### src/logic/uis_pkg.sv
// shared constants for the usb interrupt status block
package uis_pkg;
  localparam int ADDR_W = 12;
  localparam logic [ADDR_W-1:0] OFF_PENDING = 12'h008;
  localparam logic [ADDR_W-1:0] OFF_ENABLE = 12'h00C;
  localparam logic [ADDR_W-1:0] OFF_CLEAR = 12'h020;
  localparam logic [ADDR_W-1:0] OFF_LINE = 12'h024;
  localparam int BIT_BUS_RESET = 10;
  localparam int BIT_RESUME = 9;
  localparam int BIT_SUSPEND = 8;
  localparam int BIT_EP0 = 0;
  localparam int BIT_EP_LO = 1;
  localparam int LINE_BIT_WOKE = 0;
  localparam int LINE_BIT_WAIT = 1;
  localparam logic [31:0] PENDING_RST = 32'h0000_0000;
  localparam logic [31:0] ENABLE_RST = 32'h0000_041F;
  localparam logic [31:0] FLAG_MASK = 32'h0000_071F;
  localparam int NUM_EP = 4;
  localparam int CLK_KHZ = 25000;
  localparam int IDLE_TIME_US = 3000;
  localparam int SE0_TIME_US = 3000;
  localparam int IDLE_CYCLES = IDLE_TIME_US * CLK_KHZ / 1000;
  localparam int SE0_CYCLES = SE0_TIME_US * CLK_KHZ / 1000;
endpackage

### src/logic/uis_ep_if.sv
// endpoint handshake bits and event pulses between top and detectors
`timescale 1ns/1ps
interface uis_data_if;
  logic in_packet_ready;
  logic in_underrun;
  logic out_sent_stall;
  logic in_sent_stall;
  logic fifo_flush;
  logic iso_mode;
  logic evt;
  modport det(input in_packet_ready, input in_underrun, input out_sent_stall,
    input in_sent_stall, input fifo_flush, input iso_mode, output evt);
  modport owner(output in_packet_ready, output in_underrun, output out_sent_stall,
    output in_sent_stall, output fifo_flush, output iso_mode, input evt);
endinterface

interface uis_ctrl_if;
  logic ctrl_out_ready;
  logic ctrl_in_ready;
  logic ctrl_sent_stall;
  logic setup_end;
  logic data_end;
  logic evt;
  modport det(input ctrl_out_ready, input ctrl_in_ready, input ctrl_sent_stall,
    input setup_end, input data_end, output evt);
  modport owner(output ctrl_out_ready, output ctrl_in_ready, output ctrl_sent_stall,
    output setup_end, output data_end, input evt);
endinterface

### src/logic/uis_data_ep.sv
// event detector for one bulk or isochronous endpoint
`timescale 1ns/1ps
module uis_data_ep (
  input wire logic pclk,
  input wire logic presetn,
  uis_data_if.det ep
);
  typedef struct packed {
    logic ctrl_in_ready_prev;
    logic under_prev;
    logic ostall_prev;
    logic istall_prev;
    logic evt;
  } uis_data_state_t;

  localparam uis_data_state_t RST = '0;
  uis_data_state_t st_reg;
  uis_data_state_t st_next;

  always_comb begin
    st_next = st_reg;
    st_next.ctrl_in_ready_prev = ep.in_packet_ready;
    st_next.under_prev = ep.in_underrun;
    st_next.ostall_prev = ep.out_sent_stall;
    st_next.istall_prev = ep.in_sent_stall;
    // stall of either direction counts
    st_next.evt = (st_reg.ctrl_in_ready_prev & ~ep.in_packet_ready) | ep.fifo_flush
      | (~st_reg.ostall_prev & ep.out_sent_stall)
      | (~st_reg.istall_prev & ep.in_sent_stall)
      | (ep.iso_mode & ~st_reg.under_prev & ep.in_underrun);
  end

  always_ff @(posedge pclk or negedge presetn) begin
    if (!presetn) begin
      st_reg <= RST;
    end else begin
      st_reg <= st_next;
    end
  end

  assign ep.evt = st_reg.evt;
endmodule

### src/logic/uis_ctrl_ep.sv
// event detector for the control endpoint
`timescale 1ns/1ps
module uis_ctrl_ep (
  input wire logic pclk,
  input wire logic presetn,
  uis_ctrl_if.det ep
);
  typedef struct packed {
    logic ctrl_out_ready_prev;
    logic irdy_prev;
    logic stall_prev;
    logic setup_end_prev;
    logic data_end_prev;
    logic evt;
  } uis_ctrl_state_t;

  localparam uis_ctrl_state_t RST = '0;
  uis_ctrl_state_t st_reg;
  uis_ctrl_state_t st_next;

  always_comb begin
    st_next = st_reg;
    st_next.ctrl_out_ready_prev = ep.ctrl_out_ready;
    st_next.irdy_prev = ep.ctrl_in_ready;
    st_next.stall_prev = ep.ctrl_sent_stall;
    st_next.setup_end_prev = ep.setup_end;
    st_next.data_end_prev = ep.data_end;
    st_next.evt = (~st_reg.ctrl_out_ready_prev & ep.ctrl_out_ready)
      | (st_reg.irdy_prev & ~ep.ctrl_in_ready)
      | (~st_reg.stall_prev & ep.ctrl_sent_stall)
      | (~st_reg.setup_end_prev & ep.setup_end)
      | (st_reg.data_end_prev & ~ep.data_end);
  end

  always_ff @(posedge pclk or negedge presetn) begin
    if (!presetn) begin
      st_reg <= RST;
    end else begin
      st_reg <= st_next;
    end
  end

  assign ep.evt = st_reg.evt;
endmodule

### src/logic/uis_top.sv
// usb interrupt status collector with apb register access
//
// Our own choice: register access over APB.
`timescale 1ns/1ps
module uis_top #(
  parameter int IDLE_CYCLES = uis_pkg::IDLE_CYCLES,
  parameter int SE0_CYCLES = uis_pkg::SE0_CYCLES
) (
  input wire logic pclk,
  input wire logic presetn,
  input wire logic psel,
  input wire logic penable,
  input wire logic pwrite,
  input wire logic [uis_pkg::ADDR_W-1:0] paddr,
  input wire logic [31:0] pwdata,
  output logic [31:0] prdata,
  output logic pready,
  output logic pslverr,
  output logic irq,
  input wire logic line_active,
  input wire logic line_se0,
  input wire logic func_suspended,
  input wire logic clocks_running,
  input wire logic ctrl_out_ready,
  input wire logic ctrl_in_ready,
  input wire logic ctrl_sent_stall,
  input wire logic setup_end,
  input wire logic data_end,
  input wire logic [uis_pkg::NUM_EP:1] in_packet_ready,
  input wire logic [uis_pkg::NUM_EP:1] in_underrun,
  input wire logic [uis_pkg::NUM_EP:1] out_sent_stall,
  input wire logic [uis_pkg::NUM_EP:1] in_sent_stall,
  input wire logic [uis_pkg::NUM_EP:1] fifo_flush,
  input wire logic [uis_pkg::NUM_EP:1] iso_mode
);
  localparam int CNT_W = $clog2((IDLE_CYCLES > SE0_CYCLES ? IDLE_CYCLES : SE0_CYCLES) + 1);
  localparam logic [CNT_W-1:0] IDLE_LAST = CNT_W'(IDLE_CYCLES - 1);
  localparam logic [CNT_W-1:0] SE0_LAST = CNT_W'(SE0_CYCLES - 1);

  if (IDLE_CYCLES < 2 || SE0_CYCLES < 2) begin : g_bad_count
    $error("uis_top: idle and se0 counts must be at least 2");
  end

  typedef struct packed {
    logic [31:0] pending;
    logic [31:0] enable;
    logic [31:0] prdata;
    logic pready;
    logic pslverr;
    logic irq;
    logic [CNT_W-1:0] idle_cnt;
    logic [CNT_W-1:0] se0_cnt;
    logic se0_prev;
    logic wake_wait;
    logic woke;
  } uis_state_t;

  localparam uis_state_t RST = '{
    pending: uis_pkg::PENDING_RST,
    enable: uis_pkg::ENABLE_RST,
    prdata: 32'h0000_0000,
    pready: 1'b0,
    pslverr: 1'b0,
    irq: 1'b0,
    idle_cnt: '0,
    se0_cnt: '0,
    se0_prev: 1'b0,
    wake_wait: 1'b0,
    woke: 1'b0
  };

  uis_state_t st_reg;
  uis_state_t st_next;
  logic [uis_pkg::NUM_EP:1] ep_evt;
  logic ep0_evt;

  uis_ctrl_if cif();
  assign cif.ctrl_out_ready = ctrl_out_ready;
  assign cif.ctrl_in_ready = ctrl_in_ready;
  assign cif.ctrl_sent_stall = ctrl_sent_stall;
  assign cif.setup_end = setup_end;
  assign cif.data_end = data_end;
  assign ep0_evt = cif.evt;

  uis_ctrl_ep u_ctrl_ep (
    .pclk(pclk),
    .presetn(presetn),
    .ep(cif)
  );

  for (genvar i = 1; i <= uis_pkg::NUM_EP; i++) begin : g_ep
    uis_data_if dif();
    assign dif.in_packet_ready = in_packet_ready[i];
    assign dif.in_underrun = in_underrun[i];
    assign dif.out_sent_stall = out_sent_stall[i];
    assign dif.in_sent_stall = in_sent_stall[i];
    assign dif.fifo_flush = fifo_flush[i];
    assign dif.iso_mode = iso_mode[i];
    assign ep_evt[i] = dif.evt;

    uis_data_ep u_data_ep (
      .pclk(pclk),
      .presetn(presetn),
      .ep(dif)
    );
  end

  function automatic logic hit(input logic [uis_pkg::ADDR_W-1:0] a,
                               input logic [uis_pkg::ADDR_W-1:0] off);
    hit = (a == off);
  endfunction

  function automatic logic mapped(input logic [uis_pkg::ADDR_W-1:0] a);
    mapped = hit(a, uis_pkg::OFF_PENDING) || hit(a, uis_pkg::OFF_ENABLE)
      || hit(a, uis_pkg::OFF_CLEAR) || hit(a, uis_pkg::OFF_LINE);
  endfunction

  always_comb begin
    logic active;
    logic rst_evt;
    logic res_evt;
    logic sus_evt;
    logic setup;
    logic access;
    logic [31:0] events;
    logic [31:0] clr;
    logic [31:0] rd;
    active = line_active | line_se0;
    rst_evt = 1'b0;
    res_evt = 1'b0;
    sus_evt = 1'b0;
    setup = psel & ~penable;
    access = psel & penable & st_reg.pready;
    events = 32'h0000_0000;
    clr = 32'h0000_0000;
    rd = 32'h0000_0000;
    st_next = st_reg;

    // wake from suspend by any bus activity
    if (func_suspended && !st_reg.woke && active) begin
      res_evt = 1'b1;
      st_next.woke = 1'b1;
      st_next.wake_wait = line_se0;
      st_next.se0_cnt = '0;
    end else if (!func_suspended && !st_reg.wake_wait) begin
      st_next.woke = 1'b0;
    end

    // reset after a wake waits for long se0 with clocks up
    if (st_reg.wake_wait) begin
      if (!line_se0) begin
        st_next.wake_wait = 1'b0;
        st_next.se0_cnt = '0;
      end else if (clocks_running) begin
        if (st_reg.se0_cnt == SE0_LAST) begin
          rst_evt = 1'b1;
          st_next.wake_wait = 1'b0;
          st_next.se0_cnt = '0;
        end else begin
          st_next.se0_cnt = st_reg.se0_cnt + 1'b1;
        end
      end
    end else if (line_se0 && !st_reg.se0_prev && !func_suspended) begin
      rst_evt = 1'b1;
    end
    st_next.se0_prev = line_se0;

    // idle timer restarts after each suspend event
    if (active) begin
      st_next.idle_cnt = '0;
    end else if (st_reg.idle_cnt == IDLE_LAST) begin
      sus_evt = 1'b1;
      st_next.idle_cnt = '0;
    end else begin
      st_next.idle_cnt = st_reg.idle_cnt + 1'b1;
    end

    events[uis_pkg::BIT_BUS_RESET] = rst_evt;
    events[uis_pkg::BIT_RESUME] = res_evt;
    events[uis_pkg::BIT_SUSPEND] = sus_evt;
    events[uis_pkg::BIT_EP0] = ep0_evt;
    events[uis_pkg::BIT_EP_LO +: uis_pkg::NUM_EP] = ep_evt;

    // register writes take effect at the access edge
    if (access && pwrite) begin
      if (hit(paddr, uis_pkg::OFF_PENDING) || hit(paddr, uis_pkg::OFF_CLEAR)) begin
        clr = pwdata & uis_pkg::FLAG_MASK;
      end else if (hit(paddr, uis_pkg::OFF_ENABLE)) begin
        st_next.enable = pwdata & uis_pkg::FLAG_MASK;
      end
    end
    // a new event wins over a clear in the same cycle
    st_next.pending = ((st_reg.pending & ~clr) | events) & uis_pkg::FLAG_MASK;

    // read data captured in the setup cycle
    if (hit(paddr, uis_pkg::OFF_PENDING)) begin
      rd = st_reg.pending;
    end else if (hit(paddr, uis_pkg::OFF_ENABLE)) begin
      rd = st_reg.enable;
    end else if (hit(paddr, uis_pkg::OFF_LINE)) begin
      rd[uis_pkg::LINE_BIT_WOKE] = st_reg.woke;
      rd[uis_pkg::LINE_BIT_WAIT] = st_reg.wake_wait;
    end
    st_next.pready = setup;
    st_next.pslverr = setup & ~mapped(paddr);
    st_next.prdata = (setup && !pwrite) ? rd : 32'h0000_0000;

    st_next.irq = |(st_next.pending & st_next.enable);
  end

  always_ff @(posedge pclk or negedge presetn) begin
    if (!presetn) begin
      st_reg <= RST;
    end else begin
      st_reg <= st_next;
    end
  end

  assign prdata = st_reg.prdata;
  assign pready = st_reg.pready;
  assign pslverr = st_reg.pslverr;
  assign irq = st_reg.irq;
endmodule

### config.mk
export PLATFORM = sky130hd
export DESIGN_NAME = uis_top
export DESIGN_NICKNAME = d
export VERILOG_FILES = /design/src/logic/uis_pkg.sv /design/src/logic/uis_ep_if.sv /design/src/logic/uis_data_ep.sv /design/src/logic/uis_ctrl_ep.sv /design/src/logic/uis_top.sv
export SDC_FILE = /design/constraint.sdc
export NUM_CORES = 1
export LEC_CHECK = 0
export ABC_AREA = 1
export BUFFER_PORTS_ARGS = -buffer_cell sky130_fd_sc_hd__buf_2
export CORE_MARGIN = 3
export CORE_UTILIZATION = 57
export DETAILED_ROUTE_END_ITERATION = 10
export HOLD_SLACK_MARGIN = 0.02
export PLACE_DENSITY = 0.95
export SLEW_MARGIN = 20
export SYNTH_ARGS = -nofsm -noshare
export SYNTH_HDL_FRONTEND = slang
export SYNTH_SLANG_ARGS = --single-unit
### constraint.sdc
create_clock -name pclk -period 2.3 [get_ports pclk]
set_input_delay 0.23 -clock pclk [delete_from_list [all_inputs] [get_ports pclk]]
set_output_delay 0.23 -clock pclk [all_outputs]
set_load 0.01 [all_outputs]
## After elaboration in Yosys (flattened, before gate mapping)

Index checks and enable logic that the tools add are counted.

- Eq/ne operators: 6
- Add/subtract/negate cells: 2
- Mux-type cells: 32
- Reductions and logical operators: 18
- Bitwise operators: 77

Operator list:

| cell | number |
|---|---|
| 32-bit two-way mux | 5 |
| 17-bit two-way mux | 7 |
| 17-bit by 1-bit adder with 17-bit output, second input constant | 2 |
| 17-bit == test, second input constant | 2 |
| 11-bit by 32-bit bitwise AND with 32-bit output | 1 |
| 32-bit OR reduction | 1 |
| 30-bit two-way mux | 1 |
| 1-bit bitwise AND | 29 |
| 12-bit by 4-bit == test with 1-bit output, second input constant | 2 |
| 12-bit by 6-bit == test with 1-bit output, second input constant | 2 |
| 1-bit inverter | 23 |
| 11-bit two-way mux | 2 |
| 1-bit bitwise OR | 21 |
| 1-bit two-way mux | 15 |
| 11-bit bitwise AND | 1 |
| 11-bit inverter | 1 |
| 11-bit bitwise OR | 1 |
| 1-bit logical AND | 7 |
| 1-bit logical NOT | 5 |
| 1-bit logical OR | 4 |
| 2-bit two-way mux | 2 |
| 2-bit nonzero test | 1 |

- Input port bits: 82
- Output and inout port bits: 35
- Logic and storage cells: 172
- Flip-flop bits (word level): 138

## Depth between registers and ports, before layout

Gate-level depths: netlist of run 1.

- Word-level depth: 9
- Depth in mapped cells: 13
- Gate-level depth less buffers: 13

## Modules after synthesis

From an unflattened synthesis of run 1, not the netlist that was laid out.

- Cell total of the unflattened synthesis: 574
- Area total of the unflattened synthesis: 4,610.7 um2

Modules (own cells, without submodules):

| module | cells an instance | times used | area an instance (um2) | seq. area each (um2) |
|---|---|---|---|---|
| uis_top | 490 | 1 | 3,708.6 | 1,609.0 |
| uis_data_ep | 16 | 4 | 172.7 | 125.1 |
| uis_ctrl_ep | 20 | 1 | 211.5 | 150.1 |

## Worst setup path after synthesis of run 1

Ideal clock, no wire load.

- Path type: register -> register
- Start point: register st_reg[20] (netlist bit)
- End point: register st_reg[36] (netlist bit)
- Stages on the path, launching flop included: 13
- Period minus slack after synthesis: 1.539 ns
- Arrival: 1.423 ns
- Buffers on the path: 0
- Required time: 2.185 ns
- Setup time: 0.115 ns
- Setup slack: 0.761 ns
- Cells stage by stage: dfrtp_1 -> ha_1 -> nand2_1 -> inv_1 -> nand2_1 -> nor3_2 -> nand2_1 -> inv_2 -> nand2_1 -> nor2_2 -> nand3_1 -> nor2_1 -> nor2_1

RTL lines:

| element | line | RTL |
|---|---|---|
| start: declaration | uis_top.sv:72 | `uis_state_t st_reg;` |
| start signal: assignment | uis_top.sv:215 | `st_reg <= st_next;` |

==> flow_summary.toml, run 1 <==
[die]
dieWidth_um = 95.4
start_util = 0.609
io_pins = 117
die_area_um2 = 9100
placementRows = 31
core_um2 = 7490
die_h_um = 95.4

[setup_path]
path_delay_family = "simple AND/OR/NAND/NOR gates"
cp.depth = 12
crit_path_frequent_cell = "nand2_1"
cp_cell_sequence = "ha_1 > nand2_1 > inv_1 > nand2_1 > nor3_2 > nand2_1 > inv_2 > nand2_1 > nor2_2 > nand3_1 > nor2_1 > nor2_1"
crit_path_end_kind = "flop"
reg2reg_depth = 12
arrival_ns = 2.11
cp_num_buf_inv = 2
cp-start-kind = "flop"
critPathKind = "flop to flop"
cpPeakStageDelay_ns = 0.39
worstPathRequired_ns = 2.56
cp_slowest_cell = "dfrtp_1"
crit_path_max_fanout = 4

[sta]
relSlewSlack = 0.627
hold_viol_final = 0
tns_ns = 0
min_period_ns = 1.85
worst_slew_pin_slew_ns = 0.559
setup_viol = 0
fmax_mhz = 539
rsz0062_at_grt = "no"
clock_skew_ns = 0.0116
final-max-slew-violation-count = 0
final.period_utilization = 0.806

[yosys]
yosys-top-cells-count = "nand2_1 (154), inv_1 (86), dfrtp_1 (84)"
ys_types = 41
syn_avg_cell_area_um2 = 7.94
synthMostInstantiatedCell = "nand2_1"
synth_seq_area_share = 0.496
synth-edff-count = 0
yosysTopAreaCell = "dfrtp_1"
synth_flop_cell = "dfrtp_1"
synth_area_leaders = "dfrtp_1 (46%), nand2_1 (13%), inv_1 (7.1%)"
synthCells = 574
synth_async_sr_flop_share = 1.00
synth_top_cell_area_share = 0.461
yosysWarnings = 0
synth-seq-cells = 90
netlist_area_um2 = 4560

[final_layout]
antennaDiodeCount = 0
drive_above_1_share = 0.170
utilization = 0.708
fin_nets = 750
fillCellCount = 565
largest_reg_flops = 53
area_growth_pct = 16.4
stdcell_count = 770

[routing]
avgViaCountPerCell = 5.21
drt_drc_violations_left = 0
vias = 4011
drt_iter0_drc = 218
first_pass_iters = 5
wl_per_cell_um = 13.7
wl_mm = 10.5
final_antenna_net_count = 0

[clock_network]
cts_tree = "done"
path_clk_slew_ns = 0.09
clk_latency_ns = 0.36
clock-root-buffer = "clkbuf_8"
postCtsSetupBuffers = 0
cts_made_buffers = 9
h-tree-depth = 3
clockBufferDepth = 2
cts_sinks = 90

[placement]
place.gp.congestion = 0.911
port-buffer-count = 68
hpwl_mm = 7.28
dp.cells = 732

[grt]
grt.overflow.total = 0
grt_start_max_net_pins = 48
grt_pass1_vias = 3841
antenna_found_initial = 0
grtUsageTotal = 0.242
grt_first_pass_wirelength_mm = 17.1

[power_and_ir_drop]
vdd_ir_drop_max_v = 0.000404
p_leak_nw = 2.77
powerDensity_nw_per_um2 = 579

[hold_path]
whs_path_depth = 2
holdCritPathClass = "input port to flop"

[run_status]
status = "completed"

[run]
maxCapViolations = 0
## final cells by class
cell class | count | area [µm²] | share of cell area
clock buffer | 11 | 141 | 0.0267
clock inverter | 5 | 63.8 | 0.0120
inverter | 91 | 342 | 0.0644
multi-input combinational | 383 | 1790 | 0.337
sequential | 90 | 2260 | 0.426
tap | 99 | 124 | 0.0234
timing repair buffer | 91 | 583 | 0.110
## layout by cell type (no fill, tap or decap), types with 6 or more instances in the layout
master,synthesis,layout
buf_2,0,67
dfrtp_1,84,84
conb_1,1,24
nand3_1,29,29
nor3_1,13,13
a21oi_1,25,25
dfstp_2,6,6
dlygate4sd3_1,0,22
inv_1,86,86
nand4_1,6,6
nor2_1,66,66
o21ai_0,16,16
nand2_1,154,154
clkbuf_8,0,10
## through the flow
step | area [µm²] | worst slack [ns] | hold slack, ns | power (mW)
2_1_floorplan | 4640 | 0.761 | -0.0656 | 1.85
3_3_place_gp | 4880 | 0.611 | 0.251 | 1.94
3_5_place_dp | 4880 | 0.477 | 0.255 | 1.96
4_1_cts | 5300 | 0.467 | 0.0498 | 3.08
5_1_grt | 5300 | 0.215 | 0.0463 | 3.21
6_report | 5300 | 0.446 | 0.0593 | 3.07
## metal layers
layer,part of all wire,track usage
met1,0.41,0.285
met2,0.52,0.440
met3,0.055,0.0418
met4,0.017,0.0889
met5,0,0
## logic make-up after synthesis
| kind of cell | synth area share |
|---|---|
| xor+xnor | 0.00769 |
| flops | 0.496 |
| buf+inv | 0.130 |
| fa+ha+maj | 0.00549 |
| compound gates | 0.0846 |
| simple gates | 0.275 |
| other cells | 0.000823 |
## power breakdown
part / switching [mW] / internal, mW / leakage (nW) / total (mW)
logic: 0.194 / 0.114 / 1.55 / 0.309
registers: 0.0280 / 1.63 / 1.12 / 1.66
clock network: 0.569 / 0.538 / 0.0997 / 1.11
## final timing paths
check	endpoint	slack [ns]	start
worst max-delay path	st_reg[36]	0.45	st_reg[20]
worst min-delay path	pready	0.06	penable
worst max register to register	st_reg[36]	0.45	st_reg[20]
worst min register to register	u_ctrl_ep.ep.evt	0.47	u_ctrl_ep.st_reg[3]
max in group asynchronous	st_reg[72]	1.20	presetn
min in group asynchronous	g_ep[3].u_data_ep.st_reg[2]	0.39	presetn
## timing repair
action / CTS / global route
hold endpoints to repair: 60 / 0
resized for setup: 0 / 0
hold buffers: 22 / 0
Note: power is estimated with default switching activity, not from simulation.
==> run 2: changes to the inputs <==
- ABC_AREA: 1 -> 0
- CORE_UTILIZATION: 57 -> 47
- PLACE_DENSITY: 0.95 -> 0.87
- clock period: 2.3 -> 1.7 ns (I/O delays scaled with it)
==> flow_summary.toml, run 2 <==
[run_status]
status = "complete, but fails checks"
violations = "negative setup slack"

[clock_network]
clockBufferDepth = 2
cts_made_buffers = 9
clock-root-buffer = "clkbuf_8"
cts_sinks = 90
h-tree-depth = 3
cts_tree = "done"
path_clk_slew_ns = 0.09
clk_latency_ns = 0.35

[grt]
grt_first_pass_wirelength_mm = 18.4
grt.overflow.total = 0
grt_pass1_vias = 3901
antenna_found_initial = 0
grt_start_max_net_pins = 55
grtUsageTotal = 0.230

[final_layout]
multiInputGateArea_um2 = 2050
area_growth_pct = 41.5
drive_above_1_share = 0.396
antennaDiodeCount = 0
stdcell_count = 696
fin_area_um2 = 6010
largest_reg_flops = 53
final_common_cell = "dfrtp_1"
fin_nets = 667
layout_common_cells = "dfrtp_1 (83), buf_2 (67), buf_4 (64), nor2_1 (32), inv_1 (26)"
fillCellCount = 583
regArea_um2 = 2260

[power_and_ir_drop]
powerDensity_nw_per_um2 = 724
p_leak_nw = 2.74
vdd_ir_drop_max_v = 0.000619

[routing]
wl_mm = 12.1
wl_per_cell_um = 17.4
first_pass_iters = 5
drt_drc_violations_left = 0
drt_iter0_drc = 237
vias = 3776
final_antenna_net_count = 0
avgViaCountPerCell = 5.43

[sta]
clock_skew_ns = 0.00703
setup_slack_ns = -0.488
holdWs_ns = 0.0494
hold_viol_final = 0
min_period_ns = 2.19
setup_viol = 34
tns_ns = -5.22
rsz0062_at_grt = "yes"
final.period_utilization = 1.29
fmax_mhz = 457
final-max-slew-violation-count = 0

[yosys]
ys_types = 50
synth_async_sr_flop_share = 1.00
yosysWarnings = 0
netlist_area_um2 = 4240
synth-seq-cells = 90
yosys-top-cells-count = "dfrtp_1 (84), nor2_1 (55), buf_4 (32)"
yosysTopAreaCell = "dfrtp_1"
synthMostInstantiatedCell = "dfrtp_1"
synth_seq_area_share = 0.532
synth_top_cell_area_share = 0.495
synthCells = 419
synth-edff-count = 0
synth_flop_cell = "dfrtp_1"
synth_area_leaders = "dfrtp_1 (50%), buf_4 (5.7%), nor2_1 (4.9%)"
syn_avg_cell_area_um2 = 10.1

[die]
core_um2 = 8760
die_h_um = 101
start_util = 0.484
die_area_um2 = 10200
placementRows = 34
dieWidth_um = 101
io_pins = 117

[hold_path]
holdCritPathClass = "input port to flop"

[placement]
dp_slack_ns = -0.593
place.gp.congestion = 0.896
dp.cells = 647
placed_area_um2 = 5140
hpwl_mm = 7.62
port-buffer-count = 68

[setup_path]
critPathKind = "flop to flop"
arrival_ns = 2.42
worstPathRequired_ns = 1.93
cp-start-kind = "flop"
crit_path_max_fanout = 8
crit_path_end_kind = "flop"

[run]
maxCapViolations = 0
[run 2: where the power goes]
part	total (mW)	internal, mW	switching, mW	leakage [nW]
registers	2.21	2.19	0.0214	1.12
logic	0.489	0.220	0.268	1.51
clock network	1.65	0.880	0.767	0.111
total	4.35	3.29	1.06	2.74
[run 2: critical path, cell delays in order (launching register included)]
cell and delay, ns:
dfrtp_1 0.35, and4_1 0.22, nand4_4 0.18, nor2_4 0.27
mux2_2 0.39, a22o_1 0.21, or4b_1 0.45
[run 2: through the flow]
| step | power, mW | utilization |
|---|---|---|
| finish | 4.35 | 0.685 |
| global route | 4.50 | 0.685 |
| CTS | 4.31 | 0.657 |
| detailed placement | 2.64 | 0.587 |
| global placement | 2.62 | 0.587 |
| floorplan | 2.45 | - |
[run 2: metal layers]
layer	up-vias	part of all wire	global-route usage
met1	1837	0.37	0.265
met2	161	0.54	0.409
li1	1735	-	-
met3	43	0.052	0.0478
met4	0	0.041	0.102
met5	-	0	0
[run 2: final cells by class]
type,count,area share
Inverter,27,0.0169
Multi-Input combinational cell,287,0.341
Tap cell,108,0.0225
Clock buffer,11,0.0235
Clock inverter,5,0.0142
Timing Repair Buffer,168,0.205
Sequential cell,90,0.376
[run 2: kinds of logic after synthesis]
group                      Yosys count  synth area share
and+or+nand+nor                    163             0.200
DFF                                 90             0.532
AOI/OAI and AO/OA                   67             0.105
buffers and inverters               65            0.0858
xor gates and xnor gates            17            0.0351
muxes                               14            0.0351
adders and majority gates            2           0.00590
other                                1          0.000884
[run 2: repair_timing]
| action | 4_1_cts | 5_1_grt |
|---|---|---|
| endpoints found under the hold margin | 52 | 0 |
| gates resized for setup | 28 | 50 |
| setup buffers | 4 | 5 |
| endpoints found under the setup margin | 35 | 35 |
| cloned | 0 | 1 |
| hold buffers | 25 | 0 |
| pin swaps | 12 | 23 |
[run 2: worst paths after layout]
path                       slack (ns)  cells after the start                     endpoint                   startpoint
max                             -0.49                      6                          irq                       pready
min                              0.05                      3     g_ep[4].u_data_ep.ep.evt                fifo_flush[4]
max reg2reg                     -0.49                      6                          irq                       pready
min reg2reg                      0.44                      1     g_ep[3].u_data_ep.ep.evt  g_ep[3].u_data_ep.st_reg[3]
max in group asynchronous        0.77                      3                   st_reg[76]                      presetn
min in group asynchronous        0.28                      2  g_ep[2].u_data_ep.st_reg[1]                      presetn
==> run 3: changes to the inputs <==
==> constraint.sdc (replaced) <==
create_clock -name pclk -period 1.7 [get_ports pclk]
set_input_delay 0.34 -clock pclk [delete_from_list [all_inputs] [get_ports pclk]]
set_output_delay 0.34 -clock pclk [all_outputs]
set_load 0.01 [all_outputs]
==> flow_summary.toml, run 3 (synthesis gave the netlist of run 2 again) <==
[run_status]
status = "complete, but fails checks"
violations = "negative setup slack"

[sta]
relSlewSlack = 0.632
clock_skew_ns = 0.0212
setup_viol = 36
fmax_mhz = 456
final.period_utilization = 1.29
rsz0062_at_grt = "yes"
hold_viol_final = 0
worst_slew_pin_slew_ns = 0.546
final-max-slew-violation-count = 0
setup_slack_ns = -0.494
min_period_ns = 2.19

[final_layout]
layout_common_cells = "dfrtp_1 (82), buf_4 (75), buf_2 (67), nor2_1 (36), inv_1 (26)"
antennaDiodeCount = 0
area_growth_pct = 37.9
stdcell_count = 683
drive_above_1_share = 0.430
final_common_cell = "dfrtp_1"
fin_nets = 654
largest_reg_flops = 53
multiInputGateArea_um2 = 2080
regArea_um2 = 2260
fillCellCount = 608
fin_area_um2 = 5850

[die]
io_pins = 117
die_area_um2 = 10200
die_h_um = 101
start_util = 0.484
dieWidth_um = 101
placementRows = 34
core_um2 = 8760

[placement]
hpwl_mm = 7.52
dp.cells = 652
port-buffer-count = 68
placed_area_um2 = 5190
place.gp.congestion = 0.863

[setup_path]
cp_num_buf_inv = 1
crit_path_max_fanout = 5
cp-start-kind = "flop"
critPathKind = "flop to flop"
cp_cell_sequence = "and4_4 > nand4_4 > nor2_4 > buf_6 > mux2_4 > a22o_1 > or4b_1"
cp_slowest_cell = "or4b_1"
crit_path_end_kind = "flop"
cpPeakStageDelay_ns = 0.49
worstPathRequired_ns = 1.94
arrival_ns = 2.43
path_delay_family = "simple AND/OR/NAND/NOR gates"

[clock_network]
clockBufferDepth = 2
cts_tree = "done"
cts_made_buffers = 9
cts_sinks = 90
clock-root-buffer = "clkbuf_8"
path_clk_slew_ns = 0.09
clk_latency_ns = 0.37
h-tree-depth = 3

[hold_path]
holdCritPathClass = "input port to flop"

[routing]
wl_per_cell_um = 17.5
first_pass_iters = 5
vias = 3749
drt_iter0_drc = 173
final_antenna_net_count = 0
wl_mm = 12.0
avgViaCountPerCell = 5.49
drt_drc_violations_left = 0

[power_and_ir_drop]
vdd_ir_drop_max_v = 0.000476
powerDensity_nw_per_um2 = 730
p_leak_nw = 2.71

[grt]
grtUsageTotal = 0.225
grt_start_max_net_pins = 39
grt_first_pass_wirelength_mm = 17.9
antenna_found_initial = 0
grt.overflow.total = 0
grt_pass1_vias = 3784

[run]
maxCapViolations = 0
-- run 3: cell count changes in the layout (fill, tap and decap cells not counted), sizes merged --
cell | previous run | this run
buf | 142 | 153
clkinv | 0 | 2
clkinvlp | 1 | 0
dlygate4sd3 | 25 | 1
inv | 29 | 27
nand2b | 10 | 11
-- run 3: layout make-up --
| class | instances | area share |
|---|---|---|
| flip-flops and latches | 90 | 0.387 |
| multi-input cells | 288 | 0.355 |
| repair buffers | 154 | 0.179 |
| clock buffers | 12 | 0.0248 |
| well taps | 108 | 0.0231 |
| inverters | 27 | 0.0173 |
| clock inverters | 4 | 0.0133 |
-- run 3: what timing repair did --
item / 4_1_cts / 5_1_grt
pin swaps: 21 / 30
hold buffers: 1 / 0
setup endpoints to repair: 35 / 36
buffers inserted: 8 / 9
hold endpoints to repair: 20 / 0
gates cloned: 1 / 0
resized for setup: 33 / 47
-- run 3: power by group --
| group | switching [mW] | internal [mW] |
|---|---|---|
| Sequential | 0.0226 | 2.19 |
| Clock | 0.746 | 0.875 |
| Combinational | 0.261 | 0.176 |
-- run 3: worst paths after layout --
kind                                                  start                           to  slack (ns)  cells past startpoint
worst max register to register                       pready                          irq       -0.49                      7
max in group asynchronous                           presetn                   st_reg[82]        0.73                      3
worst min register to register  g_ep[3].u_data_ep.st_reg[3]     g_ep[3].u_data_ep.ep.evt        0.45                      1
worst max-delay path                                 pready                          irq       -0.49                      7
min in group asynchronous                           presetn  g_ep[2].u_data_ep.st_reg[3]        0.41                      2
worst min-delay path                      out_sent_stall[3]  g_ep[3].u_data_ep.st_reg[2]        0.09                      1
-- run 3: per-stage QoR --
stage,TNS (ns),power [mW],worst slack [ns],util,hold WS (ns)
floorplan,-2.67,2.45,-0.526,-,0.0444
global placement,-5.39,2.63,-0.691,0.593,0.254
finish,-6.47,4.27,-0.494,0.668,0.0927
CTS,-4.36,4.25,-0.452,0.640,0.0772
global route,-7.83,4.41,-0.554,0.668,0.0835
detailed placement,-7.36,2.64,-0.803,0.593,0.257
-- run 3: routing by layer --
layer / share of wire / track usage / vias to the layer above
met5: 0 / 0 / -
met4: 0.041 / 0.113 / 0
met3: 0.057 / 0.0346 / 33
met2: 0.52 / 0.388 / 171
met1: 0.38 / 0.272 / 1850
li1: - / - / 1695
